## src/ipc_defines.svh

```systemverilog
// constants for the interrupt and pause control block
`ifndef IPC_DEFINES_SVH
`define IPC_DEFINES_SVH

// ****************************************
// widths and timing
// ****************************************
`define IPC_CLK_HZ 40000000
`define IPC_PAUSE_LIMIT_MS 40
`define IPC_PAUSE_CYC ((`IPC_CLK_HZ / 1000) * `IPC_PAUSE_LIMIT_MS)

// ****************************************
// pause sensing mask bits
// ****************************************
`define IPC_PB_TYPE_BUSY 8
`define IPC_PB_TYPE_FIN 9
`define IPC_PB_TYPE_REP 10
`define IPC_PB_SM_BUSY 11

// ****************************************
// interrupt mask bits
// ****************************************
`define IPC_IB_RTC 8
`define IPC_IB_EXP_BCD 9
`define IPC_IB_OVF_DIV 10
`define IPC_IB_SM_DONE 11

// ****************************************
// internal status bits
// ****************************************
`define IPC_SB_PARITY 0
`define IPC_SB_BUSY_RD 1
`define IPC_SB_BUSY_WR 2
`define IPC_SB_EXT_REJ 3
`define IPC_SB_NORESP 4
`define IPC_SB_ILL_WR 5
`define IPC_SB_PRESET 6
`define IPC_SB_CH_INT 7
`define IPC_SB_EXP 8
`define IPC_SB_OVF 9
`define IPC_SB_DIV 10
`define IPC_SB_BCD 11

// ****************************************
// reset values
// ****************************************
`define IPC_MASK_RST 12'h000
`define IPC_FITTED_DEF 8'hFF

`endif

```

## src/ipc_pkg.sv

```systemverilog
// types shared by the interrupt and pause control block
package ipc_pkg;
    typedef enum logic [3:0] {
        IPC_OP_NONE = 4'h0,
        IPC_OP_COPY_STATUS = 4'h1,
        IPC_OP_SENSE_STATUS = 4'h2,
        IPC_OP_PAUSE = 4'h3,
        IPC_OP_PRIO_PAUSE = 4'h4,
        IPC_OP_INT_ON = 4'h5,
        IPC_OP_INT_OFF = 4'h6,
        IPC_OP_CLEAR_FAULTS = 4'h7,
        IPC_OP_SET_MASK = 4'h8,
        IPC_OP_CLEAR_MASK = 4'h9,
        IPC_OP_LOCKOUT = 4'hA,
        IPC_OP_FLOAT_FAULT = 4'hB,
        IPC_OP_DEC_FAULT = 4'hC
    } ipc_op_t;

    typedef enum logic [1:0] {
        IPC_NEXT_P1 = 2'h0,
        IPC_NEXT_P2 = 2'h1,
        IPC_NEXT_INTR = 2'h2
    } ipc_next_t;

    typedef enum logic {
        IPC_ST_IDLE = 1'b0,
        IPC_ST_PAUSE = 1'b1
    } ipc_state_t;
endpackage

```

## src/ipc_tmr_if.sv

```systemverilog
// link between the pause sequencer and its timeout counter
`timescale 1ns/10ps
interface ipc_tmr_if;
    logic run;
    logic expired;
    modport ctl (output run, input expired);
    modport tmr (input run, output expired);
endinterface

```

## src/ipc_timer.sv

```systemverilog
// pause timeout counter
`timescale 1ns/10ps
module ipc_timer import ipc_pkg::*; #(
    parameter int CYCLES = 1600000
) (
    input wire logic sys_clk,
    input wire logic rst_sync_b,
    ipc_tmr_if.tmr tif
);
    localparam int CW = $clog2(CYCLES + 1);
    localparam logic [CW-1:0] LAST = CW'(CYCLES - 1);

    logic [CW-1:0] count_reg;

    // count restarts whenever the pause ends, so each pause gets the full window
    always_ff @(posedge sys_clk or negedge rst_sync_b) begin
        if (!rst_sync_b) begin
            count_reg <= '0;
        end else if (!tif.run || count_reg == LAST) begin
            count_reg <= '0;
        end else begin
            count_reg <= count_reg + 1'b1;
        end
    end

    always_ff @(posedge sys_clk or negedge rst_sync_b) begin
        if (!rst_sync_b) begin
            tif.expired <= 1'b0;
        end else begin
            tif.expired <= tif.run && count_reg == LAST;
        end
    end
endmodule

```

## src/ipc_top.sv

```systemverilog
// interrupt system and pause instruction control
// ****************************************
// Functional notes
// - copy status: status low, mask high, P+1
// - pause holds P while masked line active
// - pause longer than 40 ms resumes P+1
// - no active sensed line: skip to P+2
// - enabled interrupt ends pause, saves pause address
// - bits 08-10 never wait, decide at once
// - present finish/repeat condition clears that flag
// - pause bits: channels, typewriter, search/move
// - channel busy: transfer, control, reply/reject
// - priority pause also stops real-time clock
// - after enable, next instruction runs first
// - long instruction: interrupt from second address read
// - disabled until enable; conditions remain sensible
// - clear selected faults, pulse peripheral clear
// - interrupt bits: channels, clock, faults, search/move
// - set mask bits; unfitted channels stay zero
// - clear mask bits where operand is one
// - lockout blocks external interrupts while busy
// - lockout ends on finish, clear, negate
// - sensing an internal fault clears it
// - forced float and decimal faults set flags
// - status: parity, busy, rejects, illegal, faults
// ****************************************
`timescale 1ns/10ps
`include "ipc_defines.svh"
module ipc_top import ipc_pkg::*; #(
    parameter int PAUSE_CYCLES = `IPC_PAUSE_CYC,
    parameter logic [7:0] CHAN_FITTED = `IPC_FITTED_DEF
) (
    input wire logic sys_clk,
    input wire logic rst_b,
    input wire logic instr_valid,
    input wire ipc_op_t instr_op,
    input wire logic [11:0] instr_operand,
    input wire logic [2:0] instr_ch,
    input wire logic address_read_cycle,
    input wire logic next_instruction_fetch,
    input wire logic [7:0] chan_xfer_busy,
    input wire logic [7:0] chan_ext_ctrl,
    input wire logic [7:0] chan_reply_reject,
    input wire logic [7:0] chan_parity_err,
    input wire logic [7:0] chan_busy_read,
    input wire logic [7:0] chan_busy_write,
    input wire logic [7:0] chan_ext_reject,
    input wire logic [7:0] chan_noresp_reject,
    input wire logic [7:0] chan_preset,
    input wire logic [7:0] chan_int_event,
    input wire logic [7:0] ext_int,
    input wire logic [7:0] chan_op_done,
    input wire logic [7:0] chan_cleared,
    input wire logic [7:0] negate_lockout,
    input wire logic illegal_write,
    input wire logic type_busy,
    input wire logic type_finish,
    input wire logic type_repeat,
    input wire logic search_move_busy,
    input wire logic search_move_done,
    input wire logic rtc_tick,
    input wire logic exp_fault_event,
    input wire logic ovf_fault_event,
    input wire logic div_fault_event,
    input wire logic bcd_fault_event,
    output logic done,
    output ipc_next_t next_sel,
    output logic pc_hold,
    output logic acc_load,
    output logic [23:0] acc_data,
    output logic int_request,
    output logic int_enabled,
    output logic [11:0] int_mask,
    output logic [7:0] lockout,
    output logic rtc_inhibit,
    output logic type_finish_clr,
    output logic type_repeat_clr,
    output logic periph_int_clear
);
    // ****************************************
    // reset release
    // ****************************************
    logic rst_meta_b, rst_sync_b;

    always_ff @(posedge sys_clk or negedge rst_b) begin
        if (!rst_b) begin
            rst_meta_b <= 1'b0;
            rst_sync_b <= 1'b0;
        end else begin
            rst_meta_b <= 1'b1;
            rst_sync_b <= rst_meta_b;
        end
    end

    // ****************************************
    // state and decoded conditions
    // ****************************************
    logic [11:0] interrupt_enable_mask_reg;
    logic [7:0] chan_int_reg;
    logic exp_flt_reg, ovf_flt_reg, div_flt_reg, bcd_flt_reg;
    logic rtc_pend_reg, sm_done_reg;
    logic allow_reg, defer_phase_reg, address_read_cycle_seen_reg, prio_reg;
    ipc_state_t state_reg;
    logic [11:0] pmask_reg;
    logic [7:0] chan_busy;
    logic [11:0] pause_lines, pending, status;
    logic [11:0] sense_hit;
    logic irq_now, pause_active, go;
    ipc_tmr_if tif ();

    assign go = instr_valid && state_reg == IPC_ST_IDLE;
    assign chan_busy = chan_xfer_busy | chan_ext_ctrl | chan_reply_reject;
    assign pause_lines = {search_move_busy, ~type_repeat, ~type_finish, type_busy,
                          chan_busy};
    assign pause_active = |(pause_lines & pmask_reg);
    // external lines are blocked only while the locked channel is busy
    assign pending = {sm_done_reg, ovf_flt_reg | div_flt_reg, exp_flt_reg | bcd_flt_reg,
                      rtc_pend_reg, chan_int_reg | (ext_int & ~(lockout & chan_busy))};
    assign status = {bcd_flt_reg, div_flt_reg, ovf_flt_reg, exp_flt_reg,
                     chan_int_reg[instr_ch], chan_preset[instr_ch], illegal_write,
                     chan_noresp_reject[instr_ch], chan_ext_reject[instr_ch],
                     chan_busy_write[instr_ch], chan_busy_read[instr_ch],
                     chan_parity_err[instr_ch]};
    assign sense_hit = status & instr_operand;
    assign irq_now = int_enabled && allow_reg && |(pending & interrupt_enable_mask_reg);
    assign int_mask = interrupt_enable_mask_reg;

    // ****************************************
    // interrupt mask
    // ****************************************
    always_ff @(posedge sys_clk or negedge rst_sync_b) begin
        if (!rst_sync_b) begin
            interrupt_enable_mask_reg <= `IPC_MASK_RST;
        end else if (go && instr_op == IPC_OP_SET_MASK) begin
            interrupt_enable_mask_reg <= interrupt_enable_mask_reg
                | (instr_operand & {4'hF, CHAN_FITTED});
        end else if (go && instr_op == IPC_OP_CLEAR_MASK) begin
            interrupt_enable_mask_reg <= interrupt_enable_mask_reg & ~instr_operand;
        end
    end

    // ****************************************
    // sticky interrupt and fault flags
    // ****************************************
    // new events win over a clear in the same cycle
    always_ff @(posedge sys_clk or negedge rst_sync_b) begin
        if (!rst_sync_b) begin
            chan_int_reg <= 8'h00;
            rtc_pend_reg <= 1'b0;
            sm_done_reg <= 1'b0;
        end else begin
            chan_int_reg <= chan_int_event | (chan_int_reg
                & ~((go && instr_op == IPC_OP_CLEAR_FAULTS) ? instr_operand[7:0] : 8'h00));
            rtc_pend_reg <= rtc_tick | (rtc_pend_reg
                & ~(go && instr_op == IPC_OP_CLEAR_FAULTS && instr_operand[`IPC_IB_RTC]));
            sm_done_reg <= search_move_done | (sm_done_reg
                & ~(go && instr_op == IPC_OP_CLEAR_FAULTS && instr_operand[`IPC_IB_SM_DONE]));
        end
    end

    logic clr_eb, clr_od, sns;
    assign clr_eb = go && instr_op == IPC_OP_CLEAR_FAULTS && instr_operand[`IPC_IB_EXP_BCD];
    assign clr_od = go && instr_op == IPC_OP_CLEAR_FAULTS && instr_operand[`IPC_IB_OVF_DIV];
    assign sns = go && instr_op == IPC_OP_SENSE_STATUS;

    always_ff @(posedge sys_clk or negedge rst_sync_b) begin
        if (!rst_sync_b) begin
            exp_flt_reg <= 1'b0;
            ovf_flt_reg <= 1'b0;
            div_flt_reg <= 1'b0;
            bcd_flt_reg <= 1'b0;
        end else begin
            exp_flt_reg <= exp_fault_event || (go && instr_op == IPC_OP_FLOAT_FAULT)
                || (exp_flt_reg && !clr_eb && !(sns && sense_hit[`IPC_SB_EXP]));
            bcd_flt_reg <= bcd_fault_event || (go && instr_op == IPC_OP_DEC_FAULT)
                || (bcd_flt_reg && !clr_eb && !(sns && sense_hit[`IPC_SB_BCD]));
            ovf_flt_reg <= ovf_fault_event
                || (ovf_flt_reg && !clr_od && !(sns && sense_hit[`IPC_SB_OVF]));
            div_flt_reg <= div_fault_event
                || (div_flt_reg && !clr_od && !(sns && sense_hit[`IPC_SB_DIV]));
        end
    end

    // ****************************************
    // channel lockout
    // ****************************************
    // release events beat a new lockout request for the same channel
    always_ff @(posedge sys_clk or negedge rst_sync_b) begin
        if (!rst_sync_b) begin
            lockout <= 8'h00;
        end else begin
            lockout <= (lockout | ((go && instr_op == IPC_OP_LOCKOUT) ? instr_operand[7:0] : 8'h00))
                & ~(chan_op_done | chan_cleared | negate_lockout);
        end
    end

    // ****************************************
    // enable, disable and deferral
    // ****************************************
    always_ff @(posedge sys_clk or negedge rst_sync_b) begin
        if (!rst_sync_b) begin
            int_enabled <= 1'b0;
        end else if (go && instr_op == IPC_OP_INT_ON) begin
            int_enabled <= 1'b1;
        end else if (go && instr_op == IPC_OP_INT_OFF) begin
            int_enabled <= 1'b0;
        end
    end

    // phase 0 waits for the fetch after enable, phase 1 watches that instruction
    always_ff @(posedge sys_clk or negedge rst_sync_b) begin
        if (!rst_sync_b) begin
            allow_reg <= 1'b0;
            defer_phase_reg <= 1'b0;
            address_read_cycle_seen_reg <= 1'b0;
        end else if (go && instr_op == IPC_OP_INT_ON) begin
            allow_reg <= 1'b0;
            defer_phase_reg <= 1'b0;
            address_read_cycle_seen_reg <= 1'b0;
        end else if (!allow_reg) begin
            if (!defer_phase_reg) begin
                defer_phase_reg <= next_instruction_fetch;
            end else if (next_instruction_fetch) begin
                allow_reg <= 1'b1;
            end else if (address_read_cycle) begin
                allow_reg <= address_read_cycle_seen_reg;
                address_read_cycle_seen_reg <= 1'b1;
            end
        end
    end

    always_ff @(posedge sys_clk or negedge rst_sync_b) begin
        if (!rst_sync_b) begin
            int_request <= 1'b0;
        end else begin
            int_request <= irq_now;
        end
    end

    // ****************************************
    // instruction sequencing
    // ****************************************
    assign tif.run = state_reg == IPC_ST_PAUSE;

    ipc_timer #(.CYCLES(PAUSE_CYCLES)) u_timer (
        .sys_clk(sys_clk),
        .rst_sync_b(rst_sync_b),
        .tif(tif)
    );

    logic is_pause, quick;
    assign is_pause = instr_op == IPC_OP_PAUSE || instr_op == IPC_OP_PRIO_PAUSE;
    assign quick = |instr_operand[`IPC_PB_TYPE_REP:`IPC_PB_TYPE_BUSY];

    always_ff @(posedge sys_clk or negedge rst_sync_b) begin
        if (!rst_sync_b) begin
            state_reg <= IPC_ST_IDLE;
            pmask_reg <= 12'h000;
            prio_reg <= 1'b0;
        end else begin
            case (state_reg)
                IPC_ST_IDLE: begin
                    if (go && is_pause && !quick
                        && |(pause_lines & instr_operand)) begin
                        state_reg <= IPC_ST_PAUSE;
                        pmask_reg <= instr_operand;
                        prio_reg <= instr_op == IPC_OP_PRIO_PAUSE;
                    end
                end
                IPC_ST_PAUSE: begin
                    if (irq_now || !pause_active || tif.expired) begin
                        state_reg <= IPC_ST_IDLE;
                        prio_reg <= 1'b0;
                    end
                end
                default: begin
                    state_reg <= IPC_ST_IDLE;
                end
            endcase
        end
    end

    always_ff @(posedge sys_clk or negedge rst_sync_b) begin
        if (!rst_sync_b) begin
            pc_hold <= 1'b0;
            rtc_inhibit <= 1'b0;
        end else begin
            pc_hold <= state_reg == IPC_ST_PAUSE
                ? !(irq_now || !pause_active || tif.expired)
                : go && is_pause && !quick && |(pause_lines & instr_operand);
            rtc_inhibit <= state_reg == IPC_ST_PAUSE
                ? prio_reg && !(irq_now || !pause_active || tif.expired)
                : go && instr_op == IPC_OP_PRIO_PAUSE && !quick
                  && |(pause_lines & instr_operand);
        end
    end

    always_ff @(posedge sys_clk or negedge rst_sync_b) begin
        if (!rst_sync_b) begin
            done <= 1'b0;
            next_sel <= IPC_NEXT_P1;
        end else if (state_reg == IPC_ST_PAUSE) begin
            done <= irq_now || !pause_active || tif.expired;
            if (irq_now) begin
                next_sel <= IPC_NEXT_INTR;
            end else if (!pause_active) begin
                next_sel <= IPC_NEXT_P2;
            end else begin
                next_sel <= IPC_NEXT_P1;
            end
        end else if (go && is_pause) begin
            if (quick) begin
                done <= 1'b1;
                next_sel <= |(pause_lines[`IPC_PB_TYPE_REP:`IPC_PB_TYPE_BUSY]
                    & instr_operand[`IPC_PB_TYPE_REP:`IPC_PB_TYPE_BUSY])
                    ? IPC_NEXT_P1 : IPC_NEXT_P2;
            end else begin
                done <= !(|(pause_lines & instr_operand));
                next_sel <= IPC_NEXT_P2;
            end
        end else begin
            done <= go && instr_op != IPC_OP_NONE;
            next_sel <= (sns && !(|sense_hit)) ? IPC_NEXT_P2 : IPC_NEXT_P1;
        end
    end

    // ****************************************
    // accumulator, typewriter and peripheral pulses
    // ****************************************
    always_ff @(posedge sys_clk or negedge rst_sync_b) begin
        if (!rst_sync_b) begin
            acc_load <= 1'b0;
            acc_data <= 24'h000000;
        end else begin
            acc_load <= go && instr_op == IPC_OP_COPY_STATUS;
            if (go && instr_op == IPC_OP_COPY_STATUS) begin
                acc_data <= {interrupt_enable_mask_reg, status};
            end
        end
    end

    always_ff @(posedge sys_clk or negedge rst_sync_b) begin
        if (!rst_sync_b) begin
            type_finish_clr <= 1'b0;
            type_repeat_clr <= 1'b0;
            periph_int_clear <= 1'b0;
        end else begin
            type_finish_clr <= go && is_pause && instr_operand[`IPC_PB_TYPE_FIN]
                && !pause_lines[`IPC_PB_TYPE_FIN];
            type_repeat_clr <= go && is_pause && instr_operand[`IPC_PB_TYPE_REP]
                && !pause_lines[`IPC_PB_TYPE_REP];
            periph_int_clear <= go && instr_op == IPC_OP_CLEAR_FAULTS;
        end
    end

    // ****************************************
    // checks
    // ****************************************
    AST_COPY_LAYOUT: assert property (@(posedge sys_clk) disable iff (!rst_sync_b)
        go && instr_op == IPC_OP_COPY_STATUS |=> acc_load && done && next_sel == IPC_NEXT_P1
        && acc_data[23:12] == $past(interrupt_enable_mask_reg))
        else $error("copy status result wrong");
    AST_PAUSE_HOLD: assert property (@(posedge sys_clk) disable iff (!rst_sync_b)
        state_reg == IPC_ST_PAUSE && pause_active && !irq_now && !tif.expired
        |=> pc_hold && !done)
        else $error("pause did not hold counter");
    AST_PAUSE_TIMEOUT: assert property (@(posedge sys_clk) disable iff (!rst_sync_b)
        state_reg == IPC_ST_PAUSE && tif.expired && pause_active && !irq_now
        |=> done && next_sel == IPC_NEXT_P1 && state_reg == IPC_ST_IDLE)
        else $error("pause timeout not to P+1");
    AST_PAUSE_RELEASE: assert property (@(posedge sys_clk) disable iff (!rst_sync_b)
        state_reg == IPC_ST_PAUSE && !pause_active && !irq_now
        |=> done && next_sel == IPC_NEXT_P2 && !pc_hold)
        else $error("released pause not to P+2");
    AST_PAUSE_INTR: assert property (@(posedge sys_clk) disable iff (!rst_sync_b)
        state_reg == IPC_ST_PAUSE && irq_now |=> done && next_sel == IPC_NEXT_INTR)
        else $error("interrupt did not end pause");
    AST_QUICK_NO_WAIT: assert property (@(posedge sys_clk) disable iff (!rst_sync_b)
        go && is_pause && quick |=> done && state_reg == IPC_ST_IDLE && !pc_hold)
        else $error("typewriter pause bits waited");
    AST_TYPE_FIN_CLR: assert property (@(posedge sys_clk) disable iff (!rst_sync_b)
        go && is_pause && instr_operand[`IPC_PB_TYPE_FIN] && type_finish |=> type_finish_clr)
        else $error("finish flag not cleared");
    AST_PRIO_RTC: assert property (@(posedge sys_clk) disable iff (!rst_sync_b)
        state_reg == IPC_ST_PAUSE && prio_reg && $past(state_reg) == IPC_ST_PAUSE
        |-> $past(rtc_inhibit))
        else $error("clock not stopped in priority pause");
    AST_SET_MASK: assert property (@(posedge sys_clk) disable iff (!rst_sync_b)
        go && instr_op == IPC_OP_SET_MASK |=> interrupt_enable_mask_reg
        == ($past(interrupt_enable_mask_reg) | ($past(instr_operand) & {4'hF, CHAN_FITTED})))
        else $error("set mask wrong");
    AST_CLR_MASK: assert property (@(posedge sys_clk) disable iff (!rst_sync_b)
        go && instr_op == IPC_OP_CLEAR_MASK |=> interrupt_enable_mask_reg
        == ($past(interrupt_enable_mask_reg) & ~$past(instr_operand)))
        else $error("clear mask wrong");
    AST_OFF_QUIET: assert property (@(posedge sys_clk) disable iff (!rst_sync_b)
        !int_enabled |=> !int_request)
        else $error("request while disabled");
endmodule

```

## config.mk

```make
export PLATFORM = sky130hd
export DESIGN_NAME = ipc_top
export DESIGN_NICKNAME = d
export VERILOG_FILES = /design/src/ipc_pkg.sv /design/src/ipc_tmr_if.sv /design/src/ipc_timer.sv /design/src/ipc_top.sv
export VERILOG_INCLUDE_DIRS = /design/src
export SDC_FILE = /design/constraint.sdc
export NUM_CORES = 1
export LEC_CHECK = 0
export BUFFER_PORTS_ARGS = -buffer_cell sky130_fd_sc_hd__buf_2
export CAP_MARGIN = 40
export CORE_ASPECT_RATIO = 1.2
export CORE_MARGIN = 1.5
export CORE_UTILIZATION = 45
export CTS_CLUSTER_DIAMETER = 100
export DETAILED_ROUTE_END_ITERATION = 10
export PLACE_DENSITY = 0.87
export SLEW_MARGIN = 20
export SYNTH_ARGS = -nofsm -noshare
export SYNTH_HDL_FRONTEND = slang
export SYNTH_SLANG_ARGS = --single-unit
```

## constraint.sdc

```tcl
create_clock -name sys_clk -period 3 [get_ports sys_clk]
set_input_delay 0.45 -clock sys_clk [delete_from_list [all_inputs] [get_ports sys_clk]]
set_output_delay 0.45 -clock sys_clk [all_outputs]
set_load 0.03 [all_outputs]
```

==> results by group, run 1 <==
Synth
  – Commonest cells post-synth: dfrtp_1 (109), nand2_1 (62), nor2_1 (35)
  – Area contributors post-synth: dfrtp_1 (51%), nand2_1 (4.4%), mux2_2 (4.0%)
  – Synth top area share: about half
  – Top-count cell post-synth: dfrtp_1
  – Ys async rst share: 100%
  – Post-Syn Area: approximately 0.0053 mm2
  – Post-synth top flop: dfrtp_1
  – Register area share after synthesis: 51.3%
  – Netlist cell types: 55
  – Yosys Warn Count: 0
  – Syn nets: about 650
  – Number of flops mapped to enable cells by yosys: 0
  – Number of synthesized register bits: ~110
  – Cell taking the most area after synthesis: dfrtp_1
  – Syn Inst Count: 501
  – Mapped Avg Cell Area: approximately 11 um2

STA
  – Hold Slack: ~0.24 ns
  – Final Setup Violations: 0
  – Final Max Tran Viols: 0
  – Worst slew pin tran: about 0.70 ns
  – Fmax: approximately 0.44 GHz
  – RSZ-0062 raised after global routing: false
  – Fin crit share: 75.8%
  – Setup WS post-layout: ~0.73 ns
  – TNS Setup: 0 ns
  – Relative slew slack: between 50% and 60%
  – Final Hold Viols: 0
  – Fin crit period: 2.27 ns
  – Final clock skew: 0.00591 ns

Clock network
  – Clock Path Buffers: 2
  – CTS Buf Count: 9
  – Clk pin slew, worst setup/hold paths: around 0.07 ns
  – H-tree depth: 3
  – CTS tree: done
  – Setup bufs post-CTS: 0
  – Sinks on Clock Net: between 100 and 150
  – Worst-Skew Late Latency: around 0.35 ns
  – Root buffer cell: clkbuf_16

Detailed routing
  – WL per Instance: approximately 19 um
  – Drt first pass iters: 5
  – DRT iter0 DRCs: 260
  – Post-DR vias/cell: between 5 and 6
  – DR vias: 4815
  – Remaining antenna violation count after routing: 0
  – DRC: 0
  – Drt total wl: roughly 17 mm

Critical path
  – Worst Path Arrival: about 2.5 ns
  – Slowest Stage Delay on Critical Path: 0.41 ns
  – Critical Path RT: roughly 3.2 ns
  – Setup crit start kind: flop
  – Worst Path Max Fanout: 14
  – Delay-heaviest family, CP: simple AND/OR/NAND/NOR gates
  – Crit-path slowest cell: dfrtp_1
  – CP Cell Sequence: ha_1 > and3_1 > nand2_1 > nor4_1 > nand2b_1 > buf_4 > nor2_1
  – Critical path class: flop to flop
  – Worst Path Buf+Inv: 1
  – Setup crit end kind: flop

GRT
  – First-pass GRT wire length: roughly 26 mm
  – Global route total overflow: 0
  – Met3 Use GR: 5.62%
  – Total global-route track usage: ~28%
  – Initial antenna violation count: 2
  – Met2 Use GR: between 40% and 50%
  – Busiest layer in global routing: met2
  – Largest net degree at the start of global routing: 56
  – Vias in the first global route: 4936
  – M1 GR Usage: 33.5%

Floorplanning
  – Core Rows: 43
  – Die Width: 102 um
  – Total core area: about 0.012 mm2
  – Starting Density: 46.0%
  – Die height: about 120 um
  – Die area: 0.0125 mm2
  – # IOs: just over 200

Placed design
  – RD Place Congestion: ~0.92
  – Port buffer count: around 200
  – DP Area: 0.00649 mm2
  – Dpl hpwl: around 13 mm
  – Worst slack, placed: 0.581 ns

Power and ir drop
  – Leakage power: about 3.3 nW
  – Worst vdd ir: between 0.2 and 0.3 mV
  – Power Dens Cells: between 500 and 600 mW/mm2
  – Tot Pwr: slightly below 4 mW

Outcome
  – Status: complete, no violations

Worst hold path
  – Worst hold path class: input pin to flop

Layout
  – P&R area growth vs syn: 27.8%
  – Final instance area: slightly below 0.007 mm2
  – Layout cells sized above 1: 37.6%
  – # nets final: about 850

Flow run
  – Max Cap Viol: 0
-- worst register-to-register path: stages, from the launching register on --
cell      delay, ns
dfrtp_1        0.41
ha_1           0.25
and3_1         0.32
nand2_1        0.08
nor4_1         0.39
nand2b_1       0.35
buf_4          0.27
nor2_1         0.08
-- cell type report --
type,count,area (um2)
diodes,1,2.50
clock buffers,13,270
clock inverters,3,26.3
fillers,989,4760
inverters,31,116
multi-input cells,341,2360
flip-flops and latches,109,2730
well taps,157,196
repair buffers,211,1100
-- kinds of logic (layout without fill, tap and decap cells) --
family	count (synthesis)	count (layout)	synth area share, %
mux	52	52	12.6
simple gates	168	168	15.7
other cells	1	2	0.0705
fa+ha+maj	1	1	0.235
compound gates	100	100	12.7
flops	109	109	51.3
buf+inv	51	258	4.33
xor+xnor	19	19	3.13
-- final timing paths --
check                                          start                    end  slack (ns)  depth (start not counted)
worst max-delay path            u_timer.count_reg[0]  u_timer.count_reg[11]        0.73                          7
max in group asynchronous                 rst_sync_b            acc_data[9]        1.86                          1
worst max register to register  u_timer.count_reg[0]  u_timer.count_reg[11]        0.73                          7
worst min register to register            rst_meta_b             rst_sync_b        0.37                          0
worst min-delay path                 chan_cleared[3]             lockout[3]        0.24                          2
min in group asynchronous                 rst_sync_b        chan_int_reg[6]        0.39                          0
-- report_power, final --
part | leakage [nW] | switching [mW] | internal, mW | total [mW]
Sequential | 1.33 | 0.136 | 1.64 | 1.78
Combinational | 1.86 | 0.575 | 0.330 | 0.905
Clock | 0.147 | 0.527 | 0.639 | 1.17
-- routing by layer --
| layer | share of wire [%] | vias up |
|---|---|---|
| met5 | 0.14 | - |
| met4 | 4.0 | 4 |
| met3 | 8.3 | 53 |
| met2 | 50 | 268 |
| met1 | 37 | 2299 |
| li1 | - | 2191 |
-- metrics by stage --
step | instances | util (%)
final | 866 | 58.8
after global routing | 865 | 58.8
after CTS | 865 | 58.8
after detailed placement | 848 | 56.1
after global placement | 848 | 56.1
after floorplan | 501 | -
-- cell usage in the layout (no fill, tap or decap), drive strengths merged, types with 10 or more instances in the layout --
cell and count:
inv 33, nor2 35, buf 210, nand3 10
xor2 14, mux2 23, a21o 13, a21oi 13
dfrtp 109, nand2 62, mux2i 21, clkbuf 13
o21ai 26, nor4 11
-- repair_timing --
action	4_1_cts	5_1_grt
resized for setup	0	0
hold buffers	1	0
hold endpoints to repair	2	0
setup endpoints to repair	0	0
Note: power is estimated with default switching activity, not from simulation.
==> run 2: changes to the inputs <==
Settings changed: ABC_AREA from default to 1, PLACE_DENSITY 0.87 to 0.86.
Clock period 3 ns to 1.8 ns, I/O delays scaled along.
==> run 2 against run 1 <==
  * First-iteration DRC count up 55%
  * Clock skew up 0.0025 ns
  * Final area up 8.1%
  * Count of clock-buffer cells in the layout down 4
  * Sequential power up 63%
  * Worst setup slack worse by 0.57 ns
  * Flip-flop and latch count unchanged
  * Critical path type unchanged
  * Largest power group unchanged
==> results by group, run 2 <==
Synth
  – Netlist cell types: 39
  – Commonest cells post-synth: nand2_1 (246), dfrtp_1 (109), inv_1 (88)
  – Number of synthesized register bits: ~110
  – Ys async rst share: between 90% and 100%
  – Yosys Warn Count: 0
  – Post-synthesis simple-gate area fraction: a little under a third
  – Mux share of post-synthesis cell area: 0%
  – Register area share after synthesis: 48.2%
  – Syn nets: about 900
  – Top-count cell post-synth: nand2_1
  – Mapped Avg Cell Area: ~7.5 um2
  – Largest family of logic cells by synthesized area: simple AND/OR/NAND/NOR gates
  – XOR/XNOR Fraction of Synth Area: under 10%
  – Synth top area share: 48.2%
  – Post-synth top flop: dfrtp_1
  – Syn Inst Count: about 750
  – Cell taking the most area after synthesis: dfrtp_1
  – Synth Area in Compound Gates: between 10% and 20%
  – Number of flops mapped to enable cells by yosys: 0
  – Synth Area in Adders: less than 1%
  – Post-Syn Area: roughly 0.0057 mm2
  – Area contributors post-synth: dfrtp_1 (48%), nand2_1 (16%), inv_1 (5.8%)

Detailed routing
  – Drt first pass iters: 6
  – DRC: 0
  – Drt total wl: between 15 and 20 mm
  – Remaining antenna violation count after routing: 0
  – DR vias: 5960
  – WL per Instance: approximately 15 um
  – Post-DR vias/cell: 5.26
  – DRT iter0 DRCs: around 400

Clock network
  – Clk pin slew, worst setup/hold paths: about 0.080 ns
  – Sinks on Clock Net: ~110
  – CTS tree: done
  – Root buffer cell: clkbuf_16
  – CTS Buf Count: 9
  – H-tree depth: 3
  – Clock Path Buffers: 2
  – Worst-Skew Late Latency: roughly 0.36 ns

Power and ir drop
  – Worst vdd ir: about 0.53 mV
  – Combinational Power Share: 23.4%
  – Sw frac: around 34%
  – Clock share of power: 30.7%
  – Flop pwr share: a little under half
  – Power Dens Cells: approximately 860 mW/mm2
  – Sw power: 2.14 mW
  – Leakage power: 3.90 nW
  – Internal Power: about 4.2 mW

Worst hold path
  – Worst hold path class: input pin to flop
  – Min-delay src: negate_lockout[1]
  – Hold-critical path depth: 2
  – WHS Endpoint: lockout[1]

Critical path
  – Worst reg2reg setup slack: ~0.16 ns
  – Setup crit end kind: flop
  – Worst Path Max Fanout: 8
  – CP dominant cell by count: nor2_2
  – Critical path class: flop to flop
  – Reg2reg end: lockout[3]
  – Crit-path slowest cell: dfrtp_1
  – Critical Path RT: around 2 ns
  – Worst Path Arrival: about 1.9 ns
  – CP Cell Sequence: nor2_2 > nand3_1 > nor2_2 > buf_12 > nand2_1 > a2111oi_1
  – Slowest Stage Delay on Critical Path: ~0.40 ns
  – Setup crit start kind: flop
  – RR Startpoint: pc_hold
  – Reg2reg path depth: 6

Layout
  – # nets final: 1116
  – ANT cells: 0
  – Most frequent cells in the layout: nand2_1 (246), buf_2 (201), dfrtp_1 (107), inv_1 (88), nor2_1 (83)
  – Layout cells sized above 1: between 20% and 30%
  – P&R area growth vs syn: 29.8%
  – Multi-input gate area: 0.00253 mm2
  – Register Area: roughly 0.0027 mm2
  – # fillers: 1134
  – Most common cell after layout, fill and taps aside: nand2_1

STA
  – Fin crit period: 1.64 ns
  – Fmax: about 0.61 GHz
  – Fin crit share: about nine tenths
  – Final clock skew: approximately 0.0084 ns
  – Final Max Tran Viols: 0
  – RSZ-0062 raised after global routing: false
  – Final Setup Violations: 0
  – Setup WS post-layout: ~0.16 ns
  – TNS Setup: 0 ns
  – Final Hold Viols: 0

GRT
  – Largest net degree at the start of global routing: 31
  – Vias in the first global route: roughly 5700
  – First-pass GRT wire length: between 20 and 30 mm
  – Total global-route track usage: 25.8%
  – Initial antenna violation count: 2
  – Global route total overflow: 0

Outcome
  – Status: complete, no violations

Flow run
  – Max Cap Viol: 0

Floorplanning
  – Core Rows: 44
  – Total core area: 0.0122 mm2
  – Die area: between 0.01 and 0.015 mm2
  – Die height: 126 um
  – Die Width: 105 um
  – Starting Density: between 40% and 50%
  – # IOs: 202

Placed design
  – Dpl hpwl: about 13 mm
  – Worst slack, placed: between 0.04 and 0.05 ns
  – Port buffer count: between 200 and 250
  – RD Place Congestion: ~0.95
-- run 2: cell count changes in the layout (fill, tap and decap cells not counted), sizes merged, moves of 11 or more --
cell | previous run | this run
nor2 | 35 | 95
inv | 33 | 96
mux2i | 21 | 0
mux2 | 23 | 0
buf | 210 | 224
o21ai | 26 | 69
nand4 | 5 | 16
nand2 | 62 | 248
a21o | 13 | 0
-- run 2: how the worst max path moves through the flow --
stage | start | to | slack [ns] | cells past startpoint
3_5_place_dp | u_timer.count_reg[0] | u_timer.count_reg[19] | 0.05 | 7
2_1_floorplan | pc_hold | done | 0.16 | 9
6_report | pc_hold | lockout[3] | 0.16 | 6
5_1_grt | pc_hold | lockout[3] | 0.02 | 6
3_3_place_gp | instr_operand[9] | prio_reg | 0.09 | 14
4_1_cts | u_timer.count_reg[0] | u_timer.count_reg[19] | 0.02 | 7
-- run 2: area by class of cell --
class                      instances  share of cell area, %
clock buffer                       9                   3.06
clock inverter                     7                  0.919
inverter                          93                   4.75
multi-input combinational        530                   34.5
sequential                       109                   37.2
tap                              161                   2.74
timing repair buffer             225                   16.9
-- run 2: worst max-delay path, delay by kind of cell, from the launching register on --
kind                   cells  cell delay (ns)
DFF                        1             0.40
and+or+nand+nor            4             0.55
AOI/OAI and AO/OA          1             0.40
buffers and inverters      1             0.14
-- run 2: timing repair --
item / CTS / global route
hold endpoints to repair: 2 / 0
setup buffers: 0 / 1
endpoints found under the setup margin: 0 / 19
hold buffers: 1 / 0
gates resized for setup: 0 / 8
-- run 2: power by group through the flow --
stage / clock network, mW / registers (mW) / logic (mW)
after floorplan: 0 / 3.32 / 0.487
after global placement: 0 / 2.94 / 1.44
after detailed placement: 0 / 2.95 / 1.47
after CTS: 1.98 / 2.90 / 1.48
after global routing: 2.08 / 2.94 / 1.62
final: 1.95 / 2.91 / 1.48
-- run 2: layer usage --
metal | global-route usage (%) | part of all wire, % | up-vias
met1 | 32.1 | 40 | 2813
met3 | 4.55 | 6.9 | 40
met5 | 0 | 0.18 | -
met4 | 9.83 | 2.9 | 4
li1 | - | - | 2841
met2 | 44.7 | 50 | 262
-- run 2: metrics by stage --
| step | util (%) | cells | hold slack (ns) | cell area (um2) | total power, mW |
|---|---|---|---|---|---|
| final | 60.4 | 1134 | 0.0636 | 7350 | 6.33 |
| after global routing | 60.4 | 1134 | 0.0528 | 7350 | 6.64 |
| after CTS | 60.0 | 1133 | 0.0588 | 7300 | 6.36 |
| after detailed placement | 57.5 | 1116 | 0.0559 | 7000 | 4.42 |
| after global placement | 57.5 | 1116 | 0.0568 | 7000 | 4.39 |
| after floorplan | - | 751 | -0.0256 | 5670 | 3.81 |
-- run 2: logic make-up (layout without fill, tap and decap cells) --
group	Yosys count	count (layout)
AO/OA/AOI/OAI	119	119
XOR/XNOR	8	8
adder cells (fa/ha/maj)	1	1
buffers and inverters	112	334
flip-flops	109	109
other	1	1
AND/OR/NAND/NOR	401	401
